[src/pdm_regs.vh]
// Register map, field positions, reset values and timing counts of the power-down control.
// Summary of operation
// RULE_01 - Low-power instruction with select clear enters sleep
// RULE_02 - Low-power instruction with select set enters standby
// RULE_03 - Select bit stays set after interrupt wake
// RULE_04 - Three-bit code picks settling wait length
// RULE_05 - Software picks a wait of 7 ms
// RULE_06 - Keep bit clear floats bus pins in standby
// RULE_07 - Keep bit set holds address, strobes high
// RULE_08 - Module stop high resets to 0x78
// RULE_09 - Clock output stop bit gates clock pin
// RULE_10 - Bits six to three read one always
// RULE_11 - Bit two stores and returns written value
// RULE_12 - Bit one puts serial channel 1 to standby
// RULE_13 - Bit zero puts serial channel 0 to standby
// RULE_14 - Stopped module has its registers reset
// RULE_15 - Software clears stop bit before reprogramming module
// RULE_16 - Software clears RAM enable before hardware standby
// RULE_17 - Sleep halts only the CPU
// RULE_18 - Software standby halts clock, CPU, resets peripherals
// RULE_19 - Interrupt wake waits settling count, then resumes
// RULE_20 - Standby pin low forces hardware standby
// RULE_21 - Reset pin low forces reset state
`ifndef PDM_REGS_VH
`define PDM_REGS_VH
`define PDM_ADDR_W 22
`define PDM_IDX_SYSCTL 20'hee012
`define PDM_IDX_MSTOPH 20'hee01c
`define PDM_IDX_MSTOPL 20'hee01d
`define PDM_RST_SYSCTL 8'h09
`define PDM_RST_MSTOPH 8'h78
`define PDM_RST_MSTOPL 8'h00
`define PDM_MSTOPH_ONES 8'h78
`define PDM_BIT_SSEL 7
`define PDM_BIT_STS_HI 6
`define PDM_BIT_STS_LO 4
`define PDM_BIT_KEEP 1
`define PDM_BIT_ONCHIP_RAM_ENABLE 0
`define PDM_BIT_CLKSTOP 7
`define PDM_BIT_RSVD2 2
`define PDM_BIT_SER1 1
`define PDM_BIT_SER0 0
`define PDM_SETTLE_C0 19'd8192
`define PDM_SETTLE_C1 19'd16384
`define PDM_SETTLE_C2 19'd32768
`define PDM_SETTLE_C3 19'd65536
`define PDM_SETTLE_C4 19'd131072
`define PDM_SETTLE_C5 19'd262144
`define PDM_SETTLE_C6 19'd1024
`define PDM_RESP_OKAY 2'b00
`define PDM_RESP_SLVERR 2'b10
`endif

[src/pdm_ctrl.v]
// Power-down mode control with its AXI4-Lite register slave.
`timescale 1ns/1ps
`include "pdm_regs.vh"
module pdm_ctrl #(
    parameter [18:0] SETTLE_C0 = `PDM_SETTLE_C0,
    parameter [18:0] SETTLE_C1 = `PDM_SETTLE_C1,
    parameter [18:0] SETTLE_C2 = `PDM_SETTLE_C2,
    parameter [18:0] SETTLE_C3 = `PDM_SETTLE_C3,
    parameter [18:0] SETTLE_C4 = `PDM_SETTLE_C4,
    parameter [18:0] SETTLE_C5 = `PDM_SETTLE_C5
) (
    input wire aclk,
    input wire aresetn,
    input wire [`PDM_ADDR_W-1:0] s_axi_awaddr,
    input wire s_axi_awvalid,
    output reg s_axi_awready,
    input wire [31:0] s_axi_wdata,
    input wire [3:0] s_axi_wstrb,
    input wire s_axi_wvalid,
    output reg s_axi_wready,
    output reg [1:0] s_axi_bresp,
    output reg s_axi_bvalid,
    input wire s_axi_bready,
    input wire [`PDM_ADDR_W-1:0] s_axi_araddr,
    input wire s_axi_arvalid,
    output reg s_axi_arready,
    output reg [31:0] s_axi_rdata,
    output reg [1:0] s_axi_rresp,
    output reg s_axi_rvalid,
    input wire s_axi_rready,
    input wire sleep_req,
    input wire ext_irq,
    input wire hw_standby_pin_n,
    input wire chip_init_pin_n,
    output reg cpu_halt,
    output reg clock_halt,
    output reg sleep_mode,
    output reg sw_standby,
    output reg hw_standby,
    output reg wake_irq_start,
    output reg sysclk_out_en,
    output reg serial0_stop,
    output reg serial1_stop,
    output reg serial0_reset,
    output reg serial1_reset,
    output reg periph_reset,
    output reg addr_out_en,
    output reg ctrl_out_en,
    output reg ctrl_force_high,
    output reg onchip_ram_enable,
    output reg [7:0] module_stop_low
);
    localparam [2:0] ST_RUN = 3'd0;
    localparam [2:0] ST_SLEEP = 3'd1;
    localparam [2:0] ST_SWSTBY = 3'd2;
    localparam [2:0] ST_SETTLE = 3'd3;
    localparam [2:0] ST_HWSTBY = 3'd4;
    localparam [1:0] SEL_NONE = 2'd0;
    localparam [1:0] SEL_SYS = 2'd1;
    localparam [1:0] SEL_MSH = 2'd2;
    localparam [1:0] SEL_MSL = 2'd3;
    localparam [7:0] MSTOPH_RST = `PDM_RST_MSTOPH;

    // Printed offsets are word indices; the byte address is four times the index.
    function [1:0] reg_sel;
        input [`PDM_ADDR_W-1:0] addr;
        begin
            if (addr[1:0] != 2'b00) begin
                reg_sel = SEL_NONE;
            end else if (addr[`PDM_ADDR_W-1:2] == `PDM_IDX_SYSCTL) begin
                reg_sel = SEL_SYS;
            end else if (addr[`PDM_ADDR_W-1:2] == `PDM_IDX_MSTOPH) begin
                reg_sel = SEL_MSH;
            end else if (addr[`PDM_ADDR_W-1:2] == `PDM_IDX_MSTOPL) begin
                reg_sel = SEL_MSL;
            end else begin
                reg_sel = SEL_NONE;
            end
        end
    endfunction

    function [18:0] settle_len;
        input [2:0] code;
        begin
            case (code)
                3'd0: settle_len = SETTLE_C0;
                3'd1: settle_len = SETTLE_C1;
                3'd2: settle_len = SETTLE_C2;
                3'd3: settle_len = SETTLE_C3;
                3'd4: settle_len = SETTLE_C4;
                3'd5: settle_len = SETTLE_C5;
                3'd6: settle_len = `PDM_SETTLE_C6;
                default: settle_len = SETTLE_C5;
            endcase
        end
    endfunction

    reg [2:0] sync1_ff;
    reg [2:0] sync2_ff;
    reg [2:0] state_ff;
    reg [2:0] nxt_state;
    reg [18:0] settle_cnt_ff;
    reg [7:0] sysctl_ff;
    reg [3:0] mstoph_ff;
    reg aw_held_ff;
    reg w_held_ff;
    reg [`PDM_ADDR_W-1:0] awaddr_ff;
    reg [7:0] wdata_ff;
    reg wlane_ff;
    wire irq_s;
    wire hwstby_s;
    wire init_s;
    wire reg_init;
    wire do_write;
    wire [1:0] wsel;
    wire [7:0] mstoph_rd;
    wire keep;

    // Pins are synchronised: ext_irq, standby pin low, reset pin low.
    always @(posedge aclk) begin
        if (!aresetn) begin
            sync1_ff <= 3'b000;
            sync2_ff <= 3'b000;
        end else begin
            sync1_ff <= {!chip_init_pin_n, !hw_standby_pin_n, ext_irq};
            sync2_ff <= sync1_ff;
        end
    end
    assign irq_s = sync2_ff[0];
    assign hwstby_s = sync2_ff[1];
    assign init_s = sync2_ff[2];
    assign reg_init = init_s || hwstby_s; // RULE_08 RULE_21
    assign do_write = aw_held_ff && w_held_ff && !s_axi_bvalid;
    assign wsel = reg_sel(awaddr_ff);
    assign mstoph_rd = {mstoph_ff[3], 4'hf, mstoph_ff[2:0]}; // RULE_10
    assign keep = sysctl_ff[`PDM_BIT_KEEP];

    // Mode sequencing.
    always @* begin
        nxt_state = state_ff;
        case (state_ff)
            ST_RUN: begin
                if (sleep_req) begin
                    if (sysctl_ff[`PDM_BIT_SSEL]) begin
                        nxt_state = ST_SWSTBY; // RULE_02
                    end else begin
                        nxt_state = ST_SLEEP; // RULE_01
                    end
                end
            end
            ST_SLEEP: begin
                if (irq_s) begin
                    nxt_state = ST_RUN;
                end
            end
            ST_SWSTBY: begin
                if (irq_s) begin
                    nxt_state = ST_SETTLE; // RULE_19
                end
            end
            ST_SETTLE: begin
                if (settle_cnt_ff == 19'd0) begin
                    nxt_state = ST_RUN; // RULE_19
                end
            end
            ST_HWSTBY: begin
                nxt_state = ST_RUN;
            end
            default: nxt_state = ST_RUN;
        endcase
        if (hwstby_s) begin
            nxt_state = ST_HWSTBY; // RULE_20
        end else if (init_s) begin
            nxt_state = ST_RUN; // RULE_21
        end
    end

    always @(posedge aclk) begin
        if (!aresetn) begin
            state_ff <= ST_RUN;
            settle_cnt_ff <= 19'd0;
        end else begin
            state_ff <= nxt_state;
            if (state_ff != ST_SETTLE) begin
                settle_cnt_ff <= settle_len(sysctl_ff[`PDM_BIT_STS_HI:`PDM_BIT_STS_LO]) - 19'd1; // RULE_04
            end else if (settle_cnt_ff != 19'd0) begin
                settle_cnt_ff <= settle_cnt_ff - 19'd1;
            end
        end
    end

    // Registers are not touched by software standby, only by reset or hardware standby.
    always @(posedge aclk) begin
        if (!aresetn || reg_init) begin
            sysctl_ff <= `PDM_RST_SYSCTL;
            mstoph_ff <= {MSTOPH_RST[7], MSTOPH_RST[2:0]}; // RULE_08
            module_stop_low <= `PDM_RST_MSTOPL;
        end else if (do_write && wlane_ff) begin
            if (wsel == SEL_SYS) begin
                sysctl_ff <= wdata_ff; // RULE_03
            end
            if (wsel == SEL_MSH) begin
                mstoph_ff <= {wdata_ff[7], wdata_ff[2:0]}; // RULE_09 RULE_11 RULE_12 RULE_13
            end
            if (wsel == SEL_MSL) begin
                module_stop_low <= wdata_ff;
            end
        end
    end

    // Write channel: address and data are taken in either order.
    always @(posedge aclk) begin
        if (!aresetn) begin
            s_axi_awready <= 1'b1;
            s_axi_wready <= 1'b1;
            s_axi_bvalid <= 1'b0;
            s_axi_bresp <= `PDM_RESP_OKAY;
            aw_held_ff <= 1'b0;
            w_held_ff <= 1'b0;
            awaddr_ff <= {`PDM_ADDR_W{1'b0}};
            wdata_ff <= 8'h00;
            wlane_ff <= 1'b0;
        end else begin
            if (s_axi_awvalid && s_axi_awready) begin
                aw_held_ff <= 1'b1;
                awaddr_ff <= s_axi_awaddr;
                s_axi_awready <= 1'b0;
            end
            if (s_axi_wvalid && s_axi_wready) begin
                w_held_ff <= 1'b1;
                wdata_ff <= s_axi_wdata[7:0];
                wlane_ff <= s_axi_wstrb[0];
                s_axi_wready <= 1'b0;
            end
            if (do_write) begin
                s_axi_bvalid <= 1'b1;
                s_axi_bresp <= (wsel == SEL_NONE) ? `PDM_RESP_SLVERR : `PDM_RESP_OKAY;
                aw_held_ff <= 1'b0;
                w_held_ff <= 1'b0;
            end
            if (s_axi_bvalid && s_axi_bready) begin
                s_axi_bvalid <= 1'b0;
                s_axi_awready <= 1'b1;
                s_axi_wready <= 1'b1;
            end
        end
    end

    // Read channel.
    always @(posedge aclk) begin
        if (!aresetn) begin
            s_axi_arready <= 1'b1;
            s_axi_rvalid <= 1'b0;
            s_axi_rdata <= 32'h00000000;
            s_axi_rresp <= `PDM_RESP_OKAY;
        end else if (s_axi_arvalid && s_axi_arready) begin
            s_axi_arready <= 1'b0;
            s_axi_rvalid <= 1'b1;
            s_axi_rresp <= `PDM_RESP_OKAY;
            case (reg_sel(s_axi_araddr))
                SEL_SYS: s_axi_rdata <= {24'h000000, sysctl_ff};
                SEL_MSH: s_axi_rdata <= {24'h000000, mstoph_rd};
                SEL_MSL: s_axi_rdata <= {24'h000000, module_stop_low};
                default: begin
                    s_axi_rdata <= 32'h00000000;
                    s_axi_rresp <= `PDM_RESP_SLVERR;
                end
            endcase
        end else if (s_axi_rvalid && s_axi_rready) begin
            s_axi_rvalid <= 1'b0;
            s_axi_arready <= 1'b1;
        end
    end

    // Mode outputs are registered from the next state so they align with state_ff.
    always @(posedge aclk) begin
        if (!aresetn) begin
            cpu_halt <= 1'b0;
            clock_halt <= 1'b0;
            sleep_mode <= 1'b0;
            sw_standby <= 1'b0;
            hw_standby <= 1'b0;
            wake_irq_start <= 1'b0;
            periph_reset <= 1'b0;
            sysclk_out_en <= 1'b1;
            serial0_stop <= 1'b0;
            serial1_stop <= 1'b0;
            serial0_reset <= 1'b0;
            serial1_reset <= 1'b0;
            addr_out_en <= 1'b1;
            ctrl_out_en <= 1'b1;
            ctrl_force_high <= 1'b0;
            onchip_ram_enable <= 1'b1;
        end else begin
            sleep_mode <= (nxt_state == ST_SLEEP);
            cpu_halt <= (nxt_state != ST_RUN); // RULE_17
            clock_halt <= (nxt_state == ST_SWSTBY) || (nxt_state == ST_SETTLE) ||
                (nxt_state == ST_HWSTBY); // RULE_18
            sw_standby <= (nxt_state == ST_SWSTBY) || (nxt_state == ST_SETTLE);
            hw_standby <= (nxt_state == ST_HWSTBY);
            wake_irq_start <= (state_ff == ST_SETTLE) && (nxt_state == ST_RUN); // RULE_19
            periph_reset <= (nxt_state == ST_SWSTBY) || (nxt_state == ST_SETTLE) ||
                (nxt_state == ST_HWSTBY); // RULE_18
            sysclk_out_en <= !mstoph_ff[3] && (nxt_state != ST_HWSTBY); // RULE_09
            serial0_stop <= mstoph_ff[0]; // RULE_13
            serial1_stop <= mstoph_ff[1]; // RULE_12
            serial0_reset <= mstoph_ff[0] || (nxt_state != ST_RUN && nxt_state != ST_SLEEP); // RULE_14
            serial1_reset <= mstoph_ff[1] || (nxt_state != ST_RUN && nxt_state != ST_SLEEP); // RULE_14
            onchip_ram_enable <= sysctl_ff[`PDM_BIT_ONCHIP_RAM_ENABLE];
            if (nxt_state == ST_HWSTBY) begin
                addr_out_en <= 1'b0;
                ctrl_out_en <= 1'b0;
                ctrl_force_high <= 1'b0;
            end else if (nxt_state == ST_SWSTBY || nxt_state == ST_SETTLE) begin
                addr_out_en <= keep; // RULE_06 RULE_07
                ctrl_out_en <= keep; // RULE_06 RULE_07
                ctrl_force_high <= keep; // RULE_07
            end else begin
                addr_out_en <= 1'b1;
                ctrl_out_en <= 1'b1;
                ctrl_force_high <= 1'b0;
            end
        end
    end
endmodule

[config.mk]
export PLATFORM = sky130hd
export DESIGN_NAME = pdm_ctrl
export DESIGN_NICKNAME = d
export VERILOG_FILES = /design/src/pdm_ctrl.v
export VERILOG_INCLUDE_DIRS = /design/src /design/src/src
export SDC_FILE = /design/constraint.sdc
export NUM_CORES = 1
export LEC_CHECK = 0
export BUFFER_PORTS_ARGS = -buffer_cell sky130_fd_sc_hd__buf_2
export CAP_MARGIN = 15
export CORE_MARGIN = 1
export CORE_UTILIZATION = 46
export CTS_CLUSTER_SIZE = 30
export DETAILED_ROUTE_END_ITERATION = 8
export PLACE_DENSITY = 0.76
export REMOVE_ABC_BUFFERS = 1
export SLEW_MARGIN = 20
export SYNTH_ARGS = -nofsm -noshare
export SYNTH_HDL_FRONTEND = slang
export SYNTH_SLANG_ARGS = --single-unit
[constraint.sdc]
create_clock -name aclk -period 2.55 [get_ports aclk]
set_clock_uncertainty 0.15 [all_clocks]
set_input_delay 0.1275 -clock aclk [delete_from_list [all_inputs] [get_ports aclk]]
set_output_delay 0.1275 -clock aclk [all_outputs]
set_load 0.01 [all_outputs]
# Yosys cells after proc, flatten, opt, wreduce, memory -nomap -nowiden
# Cells that the tools add are included.
[classes] addsub=2 n_eq_ne=27 n_mux=32 bitwise_logic=2 reduce_logical=40
[op_table] op="20-bit == test, second input constant" n=6
[op_table] op="19-bit one-hot mux with 6 select lines" n=1
[op_table] op="19-bit two-way mux" n=4
[op_table] op="19-bit by 1-bit subtractor with 19-bit output, second input constant" n=2
[op_table] op="2-bit two-way mux" n=13
[op_table] op="8-bit one-hot mux with 3 select lines" n=1
[op_table] op="19-bit zero test" n=1
[op_table] op="19-bit nonzero test" n=1
[op_table] op="3-bit by 2-bit == test with 1-bit output, second input constant" n=6
[op_table] op="3-bit two-way mux" n=6
[op_table] op="3-bit one-hot mux with 4 select lines" n=1
[op_table] op="1-bit logical AND" n=11
[op_table] op="3-bit by 1-bit == test with 1-bit output, second input constant" n=3
[op_table] op="3-bit == test, second input constant" n=3
[op_table] op="3-bit zero test" n=3
[op_table] op="2-bit == test, second input constant" n=4
[op_table] op="2-bit nonzero test" n=4
[op_table] op="1-bit logical OR" n=6
[op_table] op="1-bit two-way mux" n=6
[op_table] op="2-bit AND reduction" n=3
[op_table] op="3-bit OR reduction" n=2
[op_table] op="1-bit zero test" n=5
[op_table] op="2-bit by 1-bit == test with 1-bit output, second input constant" n=2
[op_table] op="2-bit OR reduction" n=2
[op_table] op="other kinds (6)" n=7
[word_totals] regBits=136 in_bits=91 out_inout_bits=65

# Longest topological paths before layout
[logic_depth] depth_word=10 depth_mapped=9 depth_no_buf=7

# Worst setup path after synthesis
# Ideal clock, no wire load.
[synth_timing] path_type="register to register" startpoint="register state_ff[2]" endpoint="register settle_cnt_ff[10]" arrival_time_ns=2.178 t_required_ns=2.314 path_slack_ns=0.137 stages_incl_launch_ff=10 period_less_slack_ns=2.413 cell_sequence="dfxtp_1 -> and3b_1 -> clkbuf_1 -> buf_1 -> nand2_1 -> ha_1 -> o21a_1 -> and3_1 -> xnor2_1 -> a211oi_1"
[synth_between] elab_chain_cells=2 word_cells_on_any_way=3 cone_classes="eq/ne (1); mux (1); reduce/logical (1)"
[synth_rtl] item="start, declared" line_no="pdm_ctrl.v:100" rtl="reg [2:0] state_ff;"
[synth_rtl] item="start signal, assigned" line_no="pdm_ctrl.v:183" rtl="state_ff <= nxt_state;"
[synth_rtl] item="3-bit by 2-bit inequality test with 1-bit output (*)" line_no="pdm_ctrl.v:184" rtl="if (state_ff != ST_SETTLE) begin"
[synth_rtl] item="19-bit two-way mux / 2-bit nonzero test (equally long branches)"
[synth_rtl] item="end signal, assigned" line_no="pdm_ctrl.v:185" rtl="settle_cnt_ff <= settle_len(sysctl_ff[`PDM_BIT_STS_HI:`PDM_BIT_STS_LO]) - 19'd1;"
[synth_rtl] item="end signal, assigned" line_no="pdm_ctrl.v:187" rtl="settle_cnt_ff <= settle_cnt_ff - 19'd1;"
[synth_rtl] item="end, declared" line_no="pdm_ctrl.v:102" rtl="reg [18:0] settle_cnt_ff;"
# Every way passes the cells marked *; elsewhere a longest branch is shown, timed or not.
# A chain may end at the register's enable or synchronous reset.

# Worst setup path after layout
[layout_timing] startpoint="register state_ff[2]" endpoint="register settle_cnt_ff[16]"
# Same word-level chain as after synthesis.

==> results.sh <==
export IMPL_p_per_area_nw_per_um2=538
export IMPL_cts_tree="done"
export IMPL_drive_gt1_frac=0.204
export IMPL_ir_worst_vdd_uv=377
export IMPL_ys_seq_area_frac=0.460
export IMPL_ctsHtreeMaxLevel=3
export IMPL_status="complete, no violations"
export IMPL_insertion_delay_ns=0.37
export IMPL_drv_cap=0
export IMPL_clkSinkCount=110
export IMPL_min_path_type="input port to register"
export IMPL_synth_avg_cell_area_um2=8.59
export IMPL_worst_r2r_startpoint="state_ff[2]"
export IMPL_clk_pin_slew_worst_paths_ns=0.11
export IMPL_ys_async_sr_fraction=0
export IMPL_antenna_found_initial=0
export IMPL_final_nets=779
export IMPL_fin_setup_tns_ns=0
export IMPL_relSlewSlack=0.472
export IMPL_rsz0062_at_grt="false"
export IMPL_gr_total_overflow=0
export IMPL_seqCellArea_um2=2200
export IMPL_clk_path_buf_depth=2
export IMPL_hp_start="s_axi_araddr[5]"
export IMPL_pin_count=156
export IMPL_die_area_um2=10800
export IMPL_fmax_mhz=459
export IMPL_fp_dieH_um=104
export IMPL_fin_crit_sh=0.855
export IMPL_routed_wl_um=11700
export IMPL_vias_per_cell=5.34
export IMPL_drtPass1Iterations=5
export IMPL_end_kind="register"
export IMPL_worstSetupPathType="register to register"
export IMPL_dp_hpwl_um=7880
export IMPL_diodes=0
export IMPL_setup_violations=0
export IMPL_io_buffers=102
export IMPL_utilization=0.595
export IMPL_synth_seq_cells=110
export IMPL_r2r_slack_ns=0.37
export IMPL_crit_start="state_ff[2]"
export IMPL_initial_utilization=0.483
export IMPL_hold_violations=0
export IMPL_syn_area_um2=4780
export IMPL_p_total_uw=3170
export IMPL_core_rowCount=36
export IMPL_dominantRegCellSynth="dfxtp_1"
export IMPL_synth_edf_count=0
export IMPL_worst_ep_required_time_ns=2.69
export IMPL_worst_pin_slew_ns=0.792
export IMPL_fin_hold_ws_ns=0.0332
export IMPL_first_global_vias=4254
export IMPL_grt_pass1_wl_um=19600
export IMPL_drt_iter0_drc=215
export IMPL_final_cells=825
export IMPL_ant_nets=0
export IMPL_min_period_ns=2.18
export IMPL_p_leak_uw=0.00245
export IMPL_coreArea_um2=9910
export IMPL_fill_cells=855
export IMPL_start_kind="register"
export IMPL_area_growth_pct=23.3
export IMPL_remaining_drc_errors=0
export IMPL_die_width_um=104
export IMPL_grt_max_degree=44
export IMPL_arrival_ns=2.32
export IMPL_netlist_instances=557
export IMPL_vias=4409
export IMPL_final_max_slew_violation_count=0
export IMPL_multi_input_area_um2=2320
export IMPL_grt_use_total=0.221
export IMPL_cts_buffers=9
export IMPL_wire_per_inst_um=14.2
export IMPL_gp_congestion=0.805
export IMPL_crit_path_max_fanout=8
export IMPL_root_buffer="clkbuf_8"
export IMPL_yosysWarnings=0
export IMPL_place_inst=767
export IMPL_synth_cell_types=61
## layout make-up
class                           instances  area share
Clock buffer                           10      0.0216
Clock inverter                          6      0.0112
Inverter                               11     0.00700
Multi-Input combinational cell        405       0.393
Sequential cell                       110       0.373
Tap cell                              133      0.0282
Timing Repair Buffer                  150       0.165
## state kept, by name (all words and copies together) (netlist names), 3 cells and up
register	cells
awaddr_ff	22
settle_cnt_ff	19
module_stop_low	8
s_axi_rdata	8
sysctl_ff	8
wdata_ff	8
mstoph_ff	4
state_ff	3
sync1_ff	3
sync2_ff	3
## layout by cell type (no fill, tap or decap), types with 8 or more instances in the layout
master and count:
dfxtp_1 110, buf_2 102, nand2_1 78, a21oi_1 58
nor2_1 48, dlygate4sd3_1 42, conb_1 26, o21ai_0 24
mux2i_1 22, nand3_1 13, and2_1 12, inv_1 11
clkbuf_8 9, nor3_1 8
## metrics by stage
stage / setup slack (ns) / instance area (µm²)
detailed placement: 0.400 / 5280
global placement: 0.457 / 5280
global route: 0.202 / 5900
finish: 0.369 / 5900
floorplan: 0.223 / 4560
CTS: 0.371 / 5900
## worst paths after layout
| check | end | cells past startpoint |
|---|---|---|
| setup / recovery | settle_cnt_ff[16] | 7 |
| hold / removal | s_axi_rdata[5] | 5 |
| setup reg to reg | settle_cnt_ff[16] | 7 |
| hold reg to reg | sync2_ff[1] | 1 |
## cell families (layout without fill, tap and decap cells)
| kind of cell | Yosys count | count (layout) | share of synthesized area |
|---|---|---|---|
| mux | 23 | 23 | 0.0484 |
| fa+ha+maj | 1 | 1 | 0.00261 |
| flops | 110 | 110 | 0.460 |
| simple gates | 218 | 218 | 0.239 |
| compound gates | 131 | 131 | 0.163 |
| other cells | 1 | 26 | 0.000784 |
| buf+inv | 67 | 177 | 0.0748 |
| xor+xnor | 6 | 6 | 0.0110 |
## worst max-delay path, stage by stage (launching register included)
cell and delay [ns]:
dfxtp_1 0.44, and3b_1 0.24, nand2_1 0.08, ha_1 0.30
o21ai_1 0.24, nor3_1 0.28, xnor2_1 0.11, a211oi_1 0.24
## power breakdown
group | leakage (µW) | switching [µW] | internal (µW) | total (µW)
Sequential | 0.000901 | 48.2 | 1780 | 1830
Combinational | 0.00146 | 180 | 154 | 334
Clock | 0.0000930 | 625 | 381 | 1010
## synthesized netlist by cell type, types with 4 or more instances
cell,number,share of area
inv_1,11,0.0086
o21ai_1,6,0.0063
clkbuf_1,23,0.018
nand2_1,78,0.061
o21ai_0,24,0.025
mux2i_1,22,0.046
nand4_1,5,0.0065
and3_1,5,0.0065
and2_1,12,0.016
a21oi_1,58,0.061
or3_1,7,0.0092
o31a_1,5,0.0092
a211oi_1,5,0.0078
o21a_1,5,0.0078
a31oi_1,6,0.0078
nor2_1,48,0.038
buf_4,28,0.044
nor4_1,5,0.0065
nand3_1,13,0.014
dfxtp_1,110,0.46
buf_1,4,0.0031
nand2b_1,6,0.0078
nor3_1,8,0.0084
nor4b_1,4,0.0073
## metal layers
metal | vias up | wire length, µm | GRT usage
li1 | 2152 | - | -
met2 | 152 | 6280 | 0.427
met5 | - | 0 | 0
met4 | 0 | 150 | 0.0500
met3 | 16 | 632 | 0.0489
met1 | 2089 | 4650 | 0.243
## repair_timing
item,in CTS,in global routing
endpoints found under the setup margin,0,0
gates resized for setup,0,0
hold buffers,42,0
setup buffers,0,0
endpoints found under the hold margin,40,0
Note: power is estimated with default switching activity, not from simulation.
